$ cat config.mk
export PLATFORM = sky130hd
export DESIGN_NAME = ptc_time_clock
export DESIGN_NICKNAME = d
export VERILOG_FILES = /design/src/ptc_time_clock.v /design/src/ptc_sync2.v /design/src/ptc_clkout.v
export VERILOG_INCLUDE_DIRS = /design/src
export SDC_FILE = /design/constraint.sdc
export NUM_CORES = 2
export LEC_CHECK = 0
export BUFFER_PORTS_ARGS = -buffer_cell sky130_fd_sc_hd__buf_2
export CAP_MARGIN = 20
export CORE_MARGIN = 2
export CORE_UTILIZATION = 35
export DETAILED_ROUTE_END_ITERATION = 8
export PLACE_DENSITY = 0.49
export SLEW_MARGIN = 5
export SYNTH_ARGS = -nofsm -noshare
export SYNTH_HDL_FRONTEND = slang
export SYNTH_SLANG_ARGS = --single-unit
export TNS_END_PERCENT = 50
$ cat constraint.sdc
create_clock -name core_clk_i -period 16.7 [get_ports core_clk_i]
set_input_delay 2.505 -clock core_clk_i [delete_from_list [all_inputs] [get_ports core_clk_i]]
set_output_delay 2.505 -clock core_clk_i [all_outputs]
set_load 0.01 [all_outputs]
$ cat src/ptc_consts.vh
// Constants for the time-of-day clock block: register offsets, field
// positions, reset values and timing figures.
// Assumes it is included by bare name from files in the same folder.
//
// How it works
// - Time is kept as 32-bit seconds, 30-bit nanoseconds and a 32-bit fraction in 2^-32 ns.
// - A load command replaces the whole time value with the staged seconds and nanoseconds.
// - A step command adds a signed nanosecond offset, moving time forward or backward.
// - A programmed rate value changes the time added per reference tick in 2^-32 ns units.
// - A rate written with the temporary flag and a nonzero tick count holds only for that count.
// - Time is unsigned; a step below zero seconds wraps and software handles sign.
// - Only 32 bits of seconds are held, and the count simply rolls over.
// - The output clock is 250 MHz divided by a divisor from 2 to 255, others ignored; where the half period is below the tick advance it toggles once per tick.
// - The output clock advances with the same corrected increment as the time clock.
// - Steps and loads move the time only; the output clock phase is left alone.
// - The nanosecond count moves 8 ns per internal or external tick and 32 ns per divided tick, before rate correction.
// - Time advances on an internal tick, a divided-down tick or an external reference.
`ifndef PTC_CONSTS_VH
`define PTC_CONSTS_VH

// Register offsets
`define PTC_ADDR_CTRL     4'h0
`define PTC_ADDR_SET_NS   4'h1
`define PTC_ADDR_SET_SEC  4'h2
`define PTC_ADDR_STEP     4'h3
`define PTC_ADDR_RATE     4'h4
`define PTC_ADDR_RATE_DUR 4'h5
`define PTC_ADDR_COC      4'h6
`define PTC_ADDR_NOW_SEC  4'h7
`define PTC_ADDR_NOW_NS   4'h8
`define PTC_ADDR_NOW_FRAC 4'h9
`define PTC_ADDR_STATUS   4'ha

// Control register fields
`define PTC_CTRL_RUN      0
`define PTC_CTRL_LOAD     1
`define PTC_CTRL_STEP     2
`define PTC_CTRL_REF_LO   4
`define PTC_CTRL_REF_HI   5
`define PTC_CTRL_OUT_EN   6
`define PTC_CTRL_RST      7'h41

// Reference selection codes
`define PTC_REF_INT       2'h0
`define PTC_REF_DIV       2'h1
`define PTC_REF_EXT       2'h2

// Rate register fields
`define PTC_RATE_DIR      31
`define PTC_RATE_TEMP     30
`define PTC_RATE_VAL_HI   29

// Clock output divisor
`define PTC_COC_DIV_MIN   8'h02
`define PTC_COC_DIV_MAX   8'hff
`define PTC_COC_DIV_RST   8'h0a

// Timing figures
`define PTC_REF_PERIOD_NS 4'h8
`define PTC_REF_DIV_LAST  2'h3
`define PTC_NS_PER_SEC    30'h3b9aca00
`define PTC_OUT_HALF_NS   2'h2

`endif

$ cat src/ptc_time_clock.v
// Time-of-day clock with direct set, signed step, permanent and temporary
// rate correction, and a frequency-corrected clock output.
// Assumes a register master on core_clk_i that uses one-cycle strobes,
// and an optional external reference pin with no timing relation to it.
`timescale 1ns/1ps
`include "ptc_consts.vh"
`default_nettype none

module ptc_time_clock (
  input  wire        core_clk_i,
  input  wire        rst_b_i,
  input  wire        ce_i,
  input  wire [3:0]  addr_i,
  input  wire [31:0] wr_data_i,
  input  wire        wr_i,
  input  wire        rd_i,
  input  wire        ext_ref_i,
  output reg  [31:0] rd_data_o,
  output reg  [31:0] time_sec_o,
  output reg  [29:0] time_ns_o,
  output reg         temp_active_o,
  output wire        clk_out_o
);

  // Advance nanoseconds and fraction by inc; top bit is the second carry
  function [62:0] ptc_adv;
    input [29:0] ns;
    input [31:0] frac;
    input [37:0] inc;
    reg   [62:0] sum;
    begin
      sum = {1'b0, ns, frac} + {25'h0, inc};
      if (sum[62:32] >= {1'b0, `PTC_NS_PER_SEC})
      begin
        ptc_adv = {1'b1, sum[61:32] - `PTC_NS_PER_SEC, sum[31:0]};
      end
      else
      begin
        ptc_adv = {1'b0, sum[61:0]};
      end
    end
  endfunction

  // Add a signed offset to nanoseconds; returns {carry up, borrow, ns}
  function [31:0] ptc_step;
    input [29:0] ns;
    input [31:0] offs;
    reg signed [33:0] s;
    begin
      s = $signed({4'h0, ns}) + $signed({{2{offs[31]}}, offs});
      if (s < 34'sd0)
      begin
        s        = s + $signed({4'h0, `PTC_NS_PER_SEC});
        ptc_step = {2'b01, s[29:0]};
      end
      else if (s >= $signed({4'h0, `PTC_NS_PER_SEC}))
      begin
        s        = s - $signed({4'h0, `PTC_NS_PER_SEC});
        ptc_step = {2'b10, s[29:0]};
      end
      else
      begin
        ptc_step = {2'b00, s[29:0]};
      end
    end
  endfunction

  // Per-tick increment: nominal period with a signed 2^-32 ns correction
  function [35:0] ptc_inc;
    input [31:0] rate;
    begin
      if (rate[`PTC_RATE_DIR])
      begin
        ptc_inc = {`PTC_REF_PERIOD_NS, 32'h0} - {6'h0, rate[`PTC_RATE_VAL_HI:0]};
      end
      else
      begin
        ptc_inc = {`PTC_REF_PERIOD_NS, 32'h0} + {6'h0, rate[`PTC_RATE_VAL_HI:0]};
      end
    end
  endfunction

  // Control and staging registers
  reg        run;
  reg [1:0]  ref_sel;
  reg        out_en;
  reg [29:0] set_ns;
  reg [31:0] set_sec;
  reg [31:0] step_offs;
  reg [31:0] perm_rate;
  reg [31:0] temp_rate;
  reg [31:0] rate_dur;
  reg [31:0] dur_left;
  reg [7:0]  out_div;

  // Control reset image, split into its fields at reset
  localparam [6:0] ctrl_rst_val = `PTC_CTRL_RST;

  // Time state beyond the ports
  reg [31:0] time_frac;
  reg [29:0] snap_ns;
  reg [31:0] snap_frac;

  // Reference tick sources
  reg  [1:0] div_cnt;
  reg        ext_q;
  wire       ext_s;

  // Command decode
  wire wr_ctrl;
  wire load_cmd;
  wire step_cmd;
  wire wr_rate;

  // Datapath
  wire [35:0] inc_base;
  wire [37:0] inc;
  reg         tick;
  wire [62:0] adv;
  wire [29:0] adv_ns;
  wire [31:0] adv_frac;
  wire [31:0] adv_sec;
  wire [31:0] stepped;
  reg  [31:0] next_sec;
  reg  [29:0] next_ns;
  reg  [31:0] next_frac;

  // External reference pin crosses into the clock domain first
  ptc_sync2 u_ext_sync (
    .core_clk_i (core_clk_i),
    .rst_b_i    (rst_b_i),
    .ce_i       (ce_i),
    .async_i    (ext_ref_i),
    .sync_o     (ext_s)
  );

  assign wr_ctrl  = wr_i && (addr_i == `PTC_ADDR_CTRL);
  assign load_cmd = wr_ctrl && wr_data_i[`PTC_CTRL_LOAD];
  assign step_cmd = wr_ctrl && wr_data_i[`PTC_CTRL_STEP];
  assign wr_rate  = wr_i && (addr_i == `PTC_ADDR_RATE);

  // Increment follows the temporary rate while it is active
  assign inc_base = ptc_inc(temp_active_o ? temp_rate : perm_rate);
  // A divided tick stands for four reference periods
  assign inc      = (ref_sel == `PTC_REF_DIV) ? {inc_base, 2'b00} : {2'b00, inc_base};

  // Tick selection between internal, divided and external references
  always @*
  begin
    if (!run)
    begin
      tick = 1'b0;
    end
    else if (ref_sel == `PTC_REF_INT)
    begin
      tick = 1'b1;
    end
    else if (ref_sel == `PTC_REF_DIV)
    begin
      tick = (div_cnt == `PTC_REF_DIV_LAST);
    end
    else if (ref_sel == `PTC_REF_EXT)
    begin
      tick = ext_s && !ext_q;
    end
    else
    begin
      tick = 1'b0;
    end
  end

  // Free-running advance, then an optional step on top of it
  assign adv      = ptc_adv(time_ns_o, time_frac, inc);
  assign adv_ns   = tick ? adv[61:32] : time_ns_o;
  assign adv_frac = tick ? adv[31:0] : time_frac;
  assign adv_sec  = (tick && adv[62]) ? time_sec_o + 32'h1 : time_sec_o;
  assign stepped  = ptc_step(adv_ns, step_offs);

  // Next time: a load wins over a step, a step rides on the tick
  always @*
  begin
    next_sec  = adv_sec;
    next_ns   = adv_ns;
    next_frac = adv_frac;
    if (load_cmd)
    begin
      next_sec  = set_sec;
      next_ns   = set_ns;
      next_frac = 32'h0;
    end
    else if (step_cmd)
    begin
      next_ns = stepped[29:0];
      if (stepped[31])
      begin
        next_sec = adv_sec + 32'h1;
      end
      else if (stepped[30])
      begin
        next_sec = adv_sec - 32'h1;
      end
    end
  end

  // Time registers; seconds wrap silently at the top of 32 bits
  always @(posedge core_clk_i)
  begin
    if (!rst_b_i)
    begin
      time_sec_o <= 32'h0;
      time_ns_o  <= 30'h0;
      time_frac  <= 32'h0;
    end
    else if (ce_i)
    begin
      time_sec_o <= next_sec;
      time_ns_o  <= next_ns;
      time_frac  <= next_frac;
    end
  end

  // Divided tick counter and external edge history
  always @(posedge core_clk_i)
  begin
    if (!rst_b_i)
    begin
      div_cnt <= 2'h0;
      ext_q   <= 1'b0;
    end
    else if (ce_i)
    begin
      div_cnt <= div_cnt + 2'h1;
      ext_q   <= ext_s;
    end
  end

  // Control, staging and divisor registers
  always @(posedge core_clk_i)
  begin
    if (!rst_b_i)
    begin
      run       <= ctrl_rst_val[`PTC_CTRL_RUN];
      ref_sel   <= ctrl_rst_val[`PTC_CTRL_REF_HI:`PTC_CTRL_REF_LO];
      out_en    <= ctrl_rst_val[`PTC_CTRL_OUT_EN];
      set_ns    <= 30'h0;
      set_sec   <= 32'h0;
      step_offs <= 32'h0;
      rate_dur  <= 32'h0;
      out_div   <= `PTC_COC_DIV_RST;
    end
    else if (ce_i && wr_i)
    begin
      if (addr_i == `PTC_ADDR_CTRL)
      begin
        run     <= wr_data_i[`PTC_CTRL_RUN];
        ref_sel <= wr_data_i[`PTC_CTRL_REF_HI:`PTC_CTRL_REF_LO];
        out_en  <= wr_data_i[`PTC_CTRL_OUT_EN];
      end
      else if (addr_i == `PTC_ADDR_SET_NS)
      begin
        set_ns <= wr_data_i[29:0];
      end
      else if (addr_i == `PTC_ADDR_SET_SEC)
      begin
        set_sec <= wr_data_i;
      end
      else if (addr_i == `PTC_ADDR_STEP)
      begin
        step_offs <= wr_data_i;
      end
      else if (addr_i == `PTC_ADDR_RATE_DUR)
      begin
        rate_dur <= wr_data_i;
      end
      else if (addr_i == `PTC_ADDR_COC)
      begin
        // Divisors outside 2..255 leave the old value in place
        if (wr_data_i[7:0] >= `PTC_COC_DIV_MIN && wr_data_i[31:8] == 24'h0)
        begin
          out_div <= wr_data_i[7:0];
        end
      end
    end
  end

  // Rate control; a fresh rate write wins over the countdown ending
  always @(posedge core_clk_i)
  begin
    if (!rst_b_i)
    begin
      perm_rate     <= 32'h0;
      temp_rate     <= 32'h0;
      dur_left      <= 32'h0;
      temp_active_o <= 1'b0;
    end
    else if (ce_i)
    begin
      if (temp_active_o && tick)
      begin
        dur_left <= dur_left - 32'h1;
        if (dur_left == 32'h1)
        begin
          temp_active_o <= 1'b0;
        end
      end
      if (wr_rate)
      begin
        if (wr_data_i[`PTC_RATE_TEMP] && rate_dur != 32'h0)
        begin
          temp_rate     <= wr_data_i;
          dur_left      <= rate_dur;
          temp_active_o <= 1'b1;
        end
        else
        begin
          perm_rate     <= wr_data_i;
          temp_active_o <= 1'b0;
        end
      end
    end
  end

  // Reading seconds freezes ns and fraction so a multi-word read is coherent
  always @(posedge core_clk_i)
  begin
    if (!rst_b_i)
    begin
      snap_ns   <= 30'h0;
      snap_frac <= 32'h0;
    end
    else if (ce_i && rd_i && addr_i == `PTC_ADDR_NOW_SEC)
    begin
      snap_ns   <= time_ns_o;
      snap_frac <= time_frac;
    end
  end

  // Read data stands for one cycle only; unmapped offsets read zero
  always @(posedge core_clk_i)
  begin
    if (!rst_b_i)
    begin
      rd_data_o <= 32'h0;
    end
    else if (ce_i)
    begin
      if (!rd_i)
      begin
        rd_data_o <= 32'h0;
      end
      else if (addr_i == `PTC_ADDR_CTRL)
      begin
        rd_data_o <= {25'h0, out_en, ref_sel, 3'h0, run};
      end
      else if (addr_i == `PTC_ADDR_SET_NS)
      begin
        rd_data_o <= {2'h0, set_ns};
      end
      else if (addr_i == `PTC_ADDR_SET_SEC)
      begin
        rd_data_o <= set_sec;
      end
      else if (addr_i == `PTC_ADDR_STEP)
      begin
        rd_data_o <= step_offs;
      end
      else if (addr_i == `PTC_ADDR_RATE)
      begin
        rd_data_o <= temp_active_o ? temp_rate : perm_rate;
      end
      else if (addr_i == `PTC_ADDR_RATE_DUR)
      begin
        rd_data_o <= temp_active_o ? dur_left : rate_dur;
      end
      else if (addr_i == `PTC_ADDR_COC)
      begin
        rd_data_o <= {24'h0, out_div};
      end
      else if (addr_i == `PTC_ADDR_NOW_SEC)
      begin
        rd_data_o <= time_sec_o;
      end
      else if (addr_i == `PTC_ADDR_NOW_NS)
      begin
        rd_data_o <= {2'h0, snap_ns};
      end
      else if (addr_i == `PTC_ADDR_NOW_FRAC)
      begin
        rd_data_o <= snap_frac;
      end
      else if (addr_i == `PTC_ADDR_STATUS)
      begin
        rd_data_o <= {30'h0, temp_active_o, run};
      end
      else
      begin
        rd_data_o <= 32'h0;
      end
    end
  end

  // Output clock sees the rate, never the steps or loads
  ptc_clkout u_clkout (
    .core_clk_i (core_clk_i),
    .rst_b_i    (rst_b_i),
    .ce_i       (ce_i),
    .en_i       (out_en),
    .tick_i     (tick),
    .inc_i      (inc),
    .div_i      (out_div),
    .clk_out_o  (clk_out_o)
  );

endmodule // ptc_time_clock

`default_nettype wire

$ cat src/ptc_sync2.v
// Two-stage synchroniser for a level arriving from outside the clock domain.
// Assumes the input is a plain level with no timing relation to core_clk_i.
`timescale 1ns/1ps
`default_nettype none

module ptc_sync2 (
  input  wire core_clk_i,
  input  wire rst_b_i,
  input  wire ce_i,
  input  wire async_i,
  output reg  sync_o
);

  reg meta;

  // First stage is read by the second stage only
  always @(posedge core_clk_i)
  begin
    if (!rst_b_i)
    begin
      meta   <= 1'b0;
      sync_o <= 1'b0;
    end
    else if (ce_i)
    begin
      meta   <= async_i;
      sync_o <= meta;
    end
  end

endmodule // ptc_sync2

`default_nettype wire

$ cat src/ptc_clkout.v
// Frequency-corrected clock output built as a phase accumulator.
// Assumes tick_i and inc_i come from the time clock on the same clock.
`timescale 1ns/1ps
`include "ptc_consts.vh"
`default_nettype none

module ptc_clkout (
  input  wire        core_clk_i,
  input  wire        rst_b_i,
  input  wire        ce_i,
  input  wire        en_i,
  input  wire        tick_i,
  input  wire [37:0] inc_i,
  input  wire [7:0]  div_i,
  output reg         clk_out_o
);

  reg  [41:0] phase;
  wire [9:0]  half_ns;
  wire [41:0] half;
  wire [41:0] sum;
  wire [41:0] rem;

  // Half period is div * 2 ns, the 250 MHz period being 4 ns
  assign half_ns = {2'b00, div_i} * {8'h00, `PTC_OUT_HALF_NS};
  assign half    = {half_ns, 32'h0};
  assign sum  = phase + {4'h0, inc_i};
  assign rem  = sum - half;

  // The output can only toggle once per tick, so a half period below the
  // tick advance saturates the phase instead of letting it run away
  always @(posedge core_clk_i)
  begin
    if (!rst_b_i)
    begin
      phase     <= 42'h0;
      clk_out_o <= 1'b0;
    end
    else if (ce_i)
    begin
      if (!en_i)
      begin
        phase     <= 42'h0;
        clk_out_o <= 1'b0;
      end
      else if (tick_i)
      begin
        if (sum >= half)
        begin
          clk_out_o <= ~clk_out_o;
          phase     <= (rem >= half) ? half : rem;
        end
        else
        begin
          phase <= sum;
        end
      end
    end
  end

endmodule // ptc_clkout

`default_nettype wire

# Word-level counts from Yosys, hierarchy flattened
# Index checks and enable logic that the tools add are counted.
dict set report op_classes {
  reduce_logical 32
  n_lt_le_gt_ge 6
  n_addsub 14
  n_eq_ne 16
  n_bitwise 7
  mux 47
}
# cell n
set op_table {}
lappend op_table {{$mux 32} 25}
lappend op_table {{$mux 42} 4}
lappend op_table {{$mux 30} 3}
lappend op_table {{$ge 42x41->1} 2}
lappend op_table {{$add 32x1->32 const B} 2}
lappend op_table {{$sub 32x1->32 const B} 2}
lappend op_table {{$add 62x38->63} 1}
lappend op_table {{$mux 63} 1}
lappend op_table {{$add 42x38->42} 1}
lappend op_table {{$sub 42x41->42} 1}
lappend op_table {{$mux 38} 1}
lappend op_table {{$add 36x30->36 const A} 1}
lappend op_table {{$mux 36} 1}
lappend op_table {{$sub 36x30->36 const A} 1}
lappend op_table {{$add 31x32->33} 1}
lappend op_table {{$ge 33x31->1 const B} 1}
lappend op_table {{$lt 33x1->1 const B} 1}
lappend op_table {{$eq 32x1->1 const B} 1}
lappend op_table {{$reduce_bool 32->1} 1}
lappend op_table {{$ge 31x30->1 const B} 1}
lappend op_table {{$add 30x28->30 const B} 1}
lappend op_table {{$sub 30x28->30 const B} 1}
lappend op_table {{$sub 30x30->30 const B} 1}
lappend op_table {{$logic_not 24->1} 1}
lappend op_table {{23 further kinds} 66}
dict set report word_totals {
  out_inout_bits 96
  elab_cells 146
  inputBits 42
  ff_bits 471
}

# Logic depth before layout (Yosys ltp)
dict set report logic_depth {
  word_depth 16
  mapped_depth 57
}

# Hierarchy
# A second synthesis with hierarchy kept.
dict set report hier_totals {
  cells_unflattened 4851
  hier_area_um2 34883.5
}
# module area_per_inst_um2 cells_per_inst seq_area_each_um2 instances
set modules_own_cells {}
lappend modules_own_cells {ptc_time_clock 30047.6 4238 8528.2 1}
lappend modules_own_cells {ptc_clkout 4763.3 607 860.8 1}
lappend modules_own_cells {ptc_sync2 72.6 6 40.0 1}

# Worst setup path after synthesis
# OpenSTA, ideal clock, no wires.
dict set report synth_path {
  path_kind {register to register}
  start {register temp_active_o}
  end {register time_sec_o[31]}
  setup_slack_ps 4571
  t_required_ps 16626
  synth_period_minus_slack_ps 12129
  arrival_ps 12055
  path_stages_with_launch 45
  setup_ps 74
  cell_sequence {dfxtp_1 > buf_1 > clkbuf_1 > clkbuf_1 > clkbuf_1 > buf_1 > clkbuf_1 > mux2i_1 > nor3_1 > a2111oi_0 > ha_1 > and2_1 > a41oi_1 > o21ai_0 > a21boi_2 > a21oi_4 > and3_1 > xnor2_1 > [... 9 more ...] > inv_1 > o21ai_0 > a21oi_1 > o21ai_0 > o21ai_0 > a211oi_1 > a2111oi_0 > o31ai_1 > a311oi_1 > nor4b_1 > or2_2 > nand2_1 > nand3_1 > nor4_1 > nand3b_1 > a2111oi_0 > a21oi_1 > a31oi_1}
}
dict set report synth_via {
  elab_chain_len 15
}
# element line_no
set synth_lines {}
lappend synth_lines {{from (decl)} ptc_time_clock.v:21} ;# output reg temp_active_o,
lappend synth_lines {{from (signal assigned)} ptc_time_clock.v:294} ;# temp_active_o <= 1'b0;
lappend synth_lines {{from (signal assigned)} ptc_time_clock.v:303} ;# temp_active_o <= 1'b0;
lappend synth_lines {{from (signal assigned)} ptc_time_clock.v:312} ;# temp_active_o <= 1'b1;
lappend synth_lines {{$mux 32 (*)} ptc_time_clock.v:143} ;# assign inc_base = ptc_inc(temp_active_o ? temp_rate : perm_rate);
lappend synth_lines {{$add 36x30->36 / $sub 36x30->36 (equally long branches)} {ptc_time_clock.v:78, ptc_time_clock.v:74}}
lappend synth_lines {{$mux 36 (*)} ptc_time_clock.v:72} ;# if (rate[`PTC_RATE_DIR])
lappend synth_lines {{$mux 38 (*)} ptc_time_clock.v:145} ;# assign inc = (ref_sel == `PTC_REF_DIV) ? {inc_base, 2'b00} : {2'b00, inc_base};
lappend synth_lines {{$add 62x38->63 (*)} ptc_time_clock.v:32} ;# sum = {1'b0, ns, frac} + {25'h0, inc};
lappend synth_lines {{$sub 30x30->30 (no line) / $ge 31x30->1 (equally long branches)} -}
lappend synth_lines {{$mux 63 (*)} ptc_time_clock.v:33} ;# if (sum[62:32] >= {1'b0, `PTC_NS_PER_SEC})
lappend synth_lines {{$mux 30} ptc_time_clock.v:174} ;# assign adv_ns = tick ? adv[61:32] : time_ns_o;
lappend synth_lines {{$add 31x32->33} ptc_time_clock.v:50} ;# s = $signed({4'h0, ns}) + $signed({{2{offs[31]}}, offs});
lappend synth_lines {{$lt 33x1->1 / $ge 33x31->1 (equally long branches)} {ptc_time_clock.v:51, ptc_time_clock.v:56}}
lappend synth_lines {{$mux 32, on equally long branches} {ptc_time_clock.v:51, ptc_time_clock.v:56}}
lappend synth_lines {{$mux 32, on equally long branches} {ptc_time_clock.v:198, ptc_time_clock.v:51}}
lappend synth_lines {{$mux 32} ptc_time_clock.v:194} ;# if (stepped[31])
lappend synth_lines {{$mux 32 (*)} ptc_time_clock.v:191} ;# else if (step_cmd)
lappend synth_lines {{$mux 32 (*)} ptc_time_clock.v:185} ;# if (load_cmd)
lappend synth_lines {{to (signal assigned)} ptc_time_clock.v:216} ;# time_sec_o <= next_sec;
lappend synth_lines {{to (decl)} ptc_time_clock.v:19} ;# output reg [31:0] time_sec_o,
# Mark *: on every way between the ends. The rest lies on a longest branch, timed or not.
# A chain may end at the register's enable or synchronous reset.

# Worst setup path in the final report
dict set report layout_path {
  start {register temp_active_o}
  end {register time_sec_o[27]}
}
# Same word-level chain as after synthesis.

==> run_results.csv <==
group,metric,value,unit
floorplan,io-pin-count,138,
floorplan,start_util,35.3,%
routing,dr.pass1.iters,6,
routing,first_iter_violations,4215,
synthesis,synthDistinctLibCells,104,
worst_hold_path,hold_end,"temp_rate[26]",
critical_path,worstSetupPathType,"reg -> reg",
worst_hold_path,min_delay_path_depth,2,
sta,worst_slack,1.60,ns
finish,fin_util,39.1,%
sta,worstMarginPinSlew,1.18,ns
global_route,grt.total_usage,30.3,%
cts,clkSinkCount,471,
critical_path,crit_required,17.27,ns
routing,viasPerCell,6.02,
synthesis,synth_top_area_share,28.2,%
sta,setup-violations-final,0,
sta,rsz0062_at_grt,"no",
finish,area_growth,11.0,%
power_and_ir_drop,leakage,13.6,nW
finish,diodes,0,
cts,clkTransAtPathRegs,0.06,ns
synthesis,synth_nets,4766,
cts,cts_resized,0,
finish,drive_gt1_share,9.16,%
synthesis,ys_top_cells_by_area,"dfxtp_1 (28%), nand2_1 (9.2%), a21oi_1 (7.9%)",
critical_path,r2r_cells,49,
worst_hold_path,worstHoldStart,"temp_rate[26]",
critical_path,path_max_fanout,54,
power_and_ir_drop,max-vdd-ir-drop,0.0000824,V
power_and_ir_drop,power,0.00291,W
placement,dp_cells,5745,
global_route,grt_max_degree,197,
finish,most-common-layout-cells,"nand2_1 (814), a21oi_1 (523), dfxtp_1 (470), nor2_1 (400), o21ai_0 (228)",
synthesis,yosys_warnings,0,
synthesis,synthMuxAreaShare,4.11,%
flow_run,max_cap_viol_count,0,
synthesis,yosys.area.top_type,"dfxtp_1",
floorplan,rows,113,
floorplan,die_h,313,um
sta,slew_headroom,18.7,%
critical_path,r2r-start,"temp_active_o",
synthesis,async_flop_share,0,%
sta,maxSlewViolCount,0,
sta,fin_skew,0.0566,ns
critical_path,start_kind,"flip-flop",
routing,wl_per_cell,26.4,um
synthesis,synth_seq_cells,471,
critical_path,cpMostUsedCell,"a21oi_1",
routing,vias,35224,
sta,fin_setup_tns,0,ns
routing,routed_wl,154000,um
synthesis,netlist_instances,4587,
synthesis,synth-xor-area-share,5.97,%
cts,hold_buffers,0,
cts,clock_latency,0.69,ns
critical_path,end_kind,"flip-flop",
placement,port_buffers,137,
cts,cts_made_buffers,57,
placement,finalWeightedCongestion,0.978,
power_and_ir_drop,cellPowerDensity,78.4,nW/um^2
synthesis,synth_top_family_by_area,"compound AO/OA/AOI/OAI gates",
floorplan,core_region_area,94700,sq um
global_route,grt.overflow.total,0,
placement,hpwl,115000,um
cts,postCtsSetupBuffers,0,
critical_path,arrival,15.67,ns
finish,fin_nets,4718,
synthesis,synth-compound-area-share,27.4,%
sta,min_period,15.10,ns
critical_path,cp_slowest_cell,"dfxtp_4",
critical_path,timing.reg2reg.setup_slack,1.60,ns
global_route,grt_pass1_vias,32448,
finish,final_cells,5852,
routing,remaining_drc_errors,0,
floorplan,fp.dieArea,97900,sq um
synthesis,synth-adder-area-share,5.22,%
critical_path,r2r_end,"time_sec_o[27]",
floorplan,dieWidth,313,um
placement,post-place-ws,2.06,ns
finish,mostFrequentLayoutCell,"nand2_1",
cts,h-tree-depth,2,
routing,final_antenna_net_count,0,
sta,hold_violations,0,
sta,clock.fmax,66.2,MHz
synthesis,synth_ff_type,"dfxtp_1",
run_status,status,"finished, final reports clean",
synthesis,synth-edff-count,0,
synthesis,synthSimpleGateAreaFrac,24.5,%
synthesis,yosysSeqAreaShare,28.2,%
worst_hold_path,hold_path_class,"reg -> reg",
synthesis,syn_area_per_cell,7.28,sq um
global_route,antenna_found_initial,7,
cts,cts.path.max_buffers,3,
cts,cts-root-buf,"clkbuf_16",
cts,cts_tree,"yes",
global_route,grt_pass1_wl,224000,um
synthesis,syn_area,33400,sq um
critical_path,cp_slowest_stage_delay,0.98,ns
sta,period_share,90.4,%
-- per-stage QoR --
stage                     hold WS [ns]  area, sq um
after floorplan                  0.430        33400
after global placement           0.440        35100
after detailed placement         0.444        35100
after CTS                        0.452        37100
after global routing             0.467        37100
final                            0.454        37100
-- state kept, by name, summed over array words and instances, names as in the netlist, 2 cells and up --
name and flops:
time_frac 32, time_sec_o 32, set_ns 30, rate_dur 32, step_offs 32, snap_frac 32, div_cnt 2, perm_rate 32
snap_ns 30, u_clkout.phase 42, rd_data_o 32, set_sec 32, ref_sel 2, out_div 8, time_ns_o 30, temp_rate 32
dur_left 32
-- critical path, delay by kind of cell (launching register included) --
| family | cells | cell delay (ns) |
|---|---|---|
| flip-flops | 1 | 0.98 |
| AND/OR/NAND/NOR | 16 | 3.68 |
| adder cells (fa/ha/maj) | 3 | 1.01 |
| buffers and inverters | 2 | 0.37 |
| multiplexers | 1 | 0.69 |
| XOR/XNOR | 3 | 0.85 |
| AO/OA/AOI/OAI | 24 | 7.37 |
-- worst max path at each step --
stage | startpoint | endpoint | slack (ns) | cells past startpoint
6_report | temp_active_o | time_sec_o[27] | 1.60 | 49
5_1_grt | temp_active_o | time_sec_o[31] | 0.34 | 49
4_1_cts | temp_active_o | time_sec_o[31] | 1.99 | 49
3_5_place_dp | temp_active_o | time_sec_o[31] | 2.06 | 49
3_3_place_gp | temp_active_o | time_sec_o[31] | 2.19 | 49
2_1_floorplan | temp_active_o | time_sec_o[31] | 4.57 | 44
-- cells in the mapped netlist (16+ instances only) --
library cell / count
nand2_1: 815
a21oi_1: 525
dfxtp_1: 471
nor2_1: 407
clkbuf_1: 259
o21ai_0: 228
xnor2_1: 151
ha_1: 133
mux2i_1: 118
nand3_1: 112
nor3_1: 101
a22oi_1: 97
inv_1: 80
xor2_1: 73
a31oi_1: 66
o211ai_1: 56
a22o_1: 52
nand4_1: 52
nor4_1: 49
and3_1: 45
a21o_1: 44
and2_1: 43
a211oi_1: 42
o21a_1: 33
or3_1: 29
o31ai_1: 27
buf_1: 26
nand2b_1: 25
o22ai_1: 25
nor2b_1: 24
or2_2: 23
a2111oi_0: 22
or4_1: 21
buf_2: 19
o21bai_1: 19
mux2_2: 17
o2111ai_1: 16
-- power by group --
| part | switching (W) | total [W] | leakage [nW] | internal [W] |
|---|---|---|---|---|
| combinational | 0.000275 | 0.000412 | 8.80 | 0.000137 |
| clock | 0.000555 | 0.00132 | 0.962 | 0.000767 |
| sequential | 0.0000343 | 0.00117 | 3.81 | 0.00114 |
| total | 0.000864 | 0.00291 | 13.6 | 0.00204 |
-- cell families after synthesis --
| kind of cell | count (synthesis) |
|---|---|
| xor gates and xnor gates | 226 |
| muxes | 135 |
| and+or+nand+nor | 1804 |
| buffers and inverters | 391 |
| AOI/OAI and AO/OA | 1423 |
| DFF | 471 |
| adders and majority gates | 137 |
-- cell type report --
class | count | area, sq um
Multi-Input combinational cell | 3725 | 22600
Timing Repair Buffer | 203 | 1200
Inverter | 81 | 312
Tap cell | 1265 | 1580
Fill cell | 10109 | 57700
Clock buffer | 85 | 1700
Sequential cell | 471 | 9430
Clock inverter | 22 | 236
-- layer usage --
| metal | GRT usage [%] | part of all wire (%) | up-vias | wire [um] |
|---|---|---|---|---|
| li1 | - | - | 16475 | - |
| met3 | 4.00 | 7.8 | 253 | 12000 |
| met5 | 0 | 0.039 | - | 60 |
| met1 | 43.3 | 45 | 17021 | 69500 |
| met4 | 12.9 | 4.7 | 10 | 7310 |
| met2 | 45.6 | 42 | 1465 | 65500 |
(Power assumes the default switching activity.)
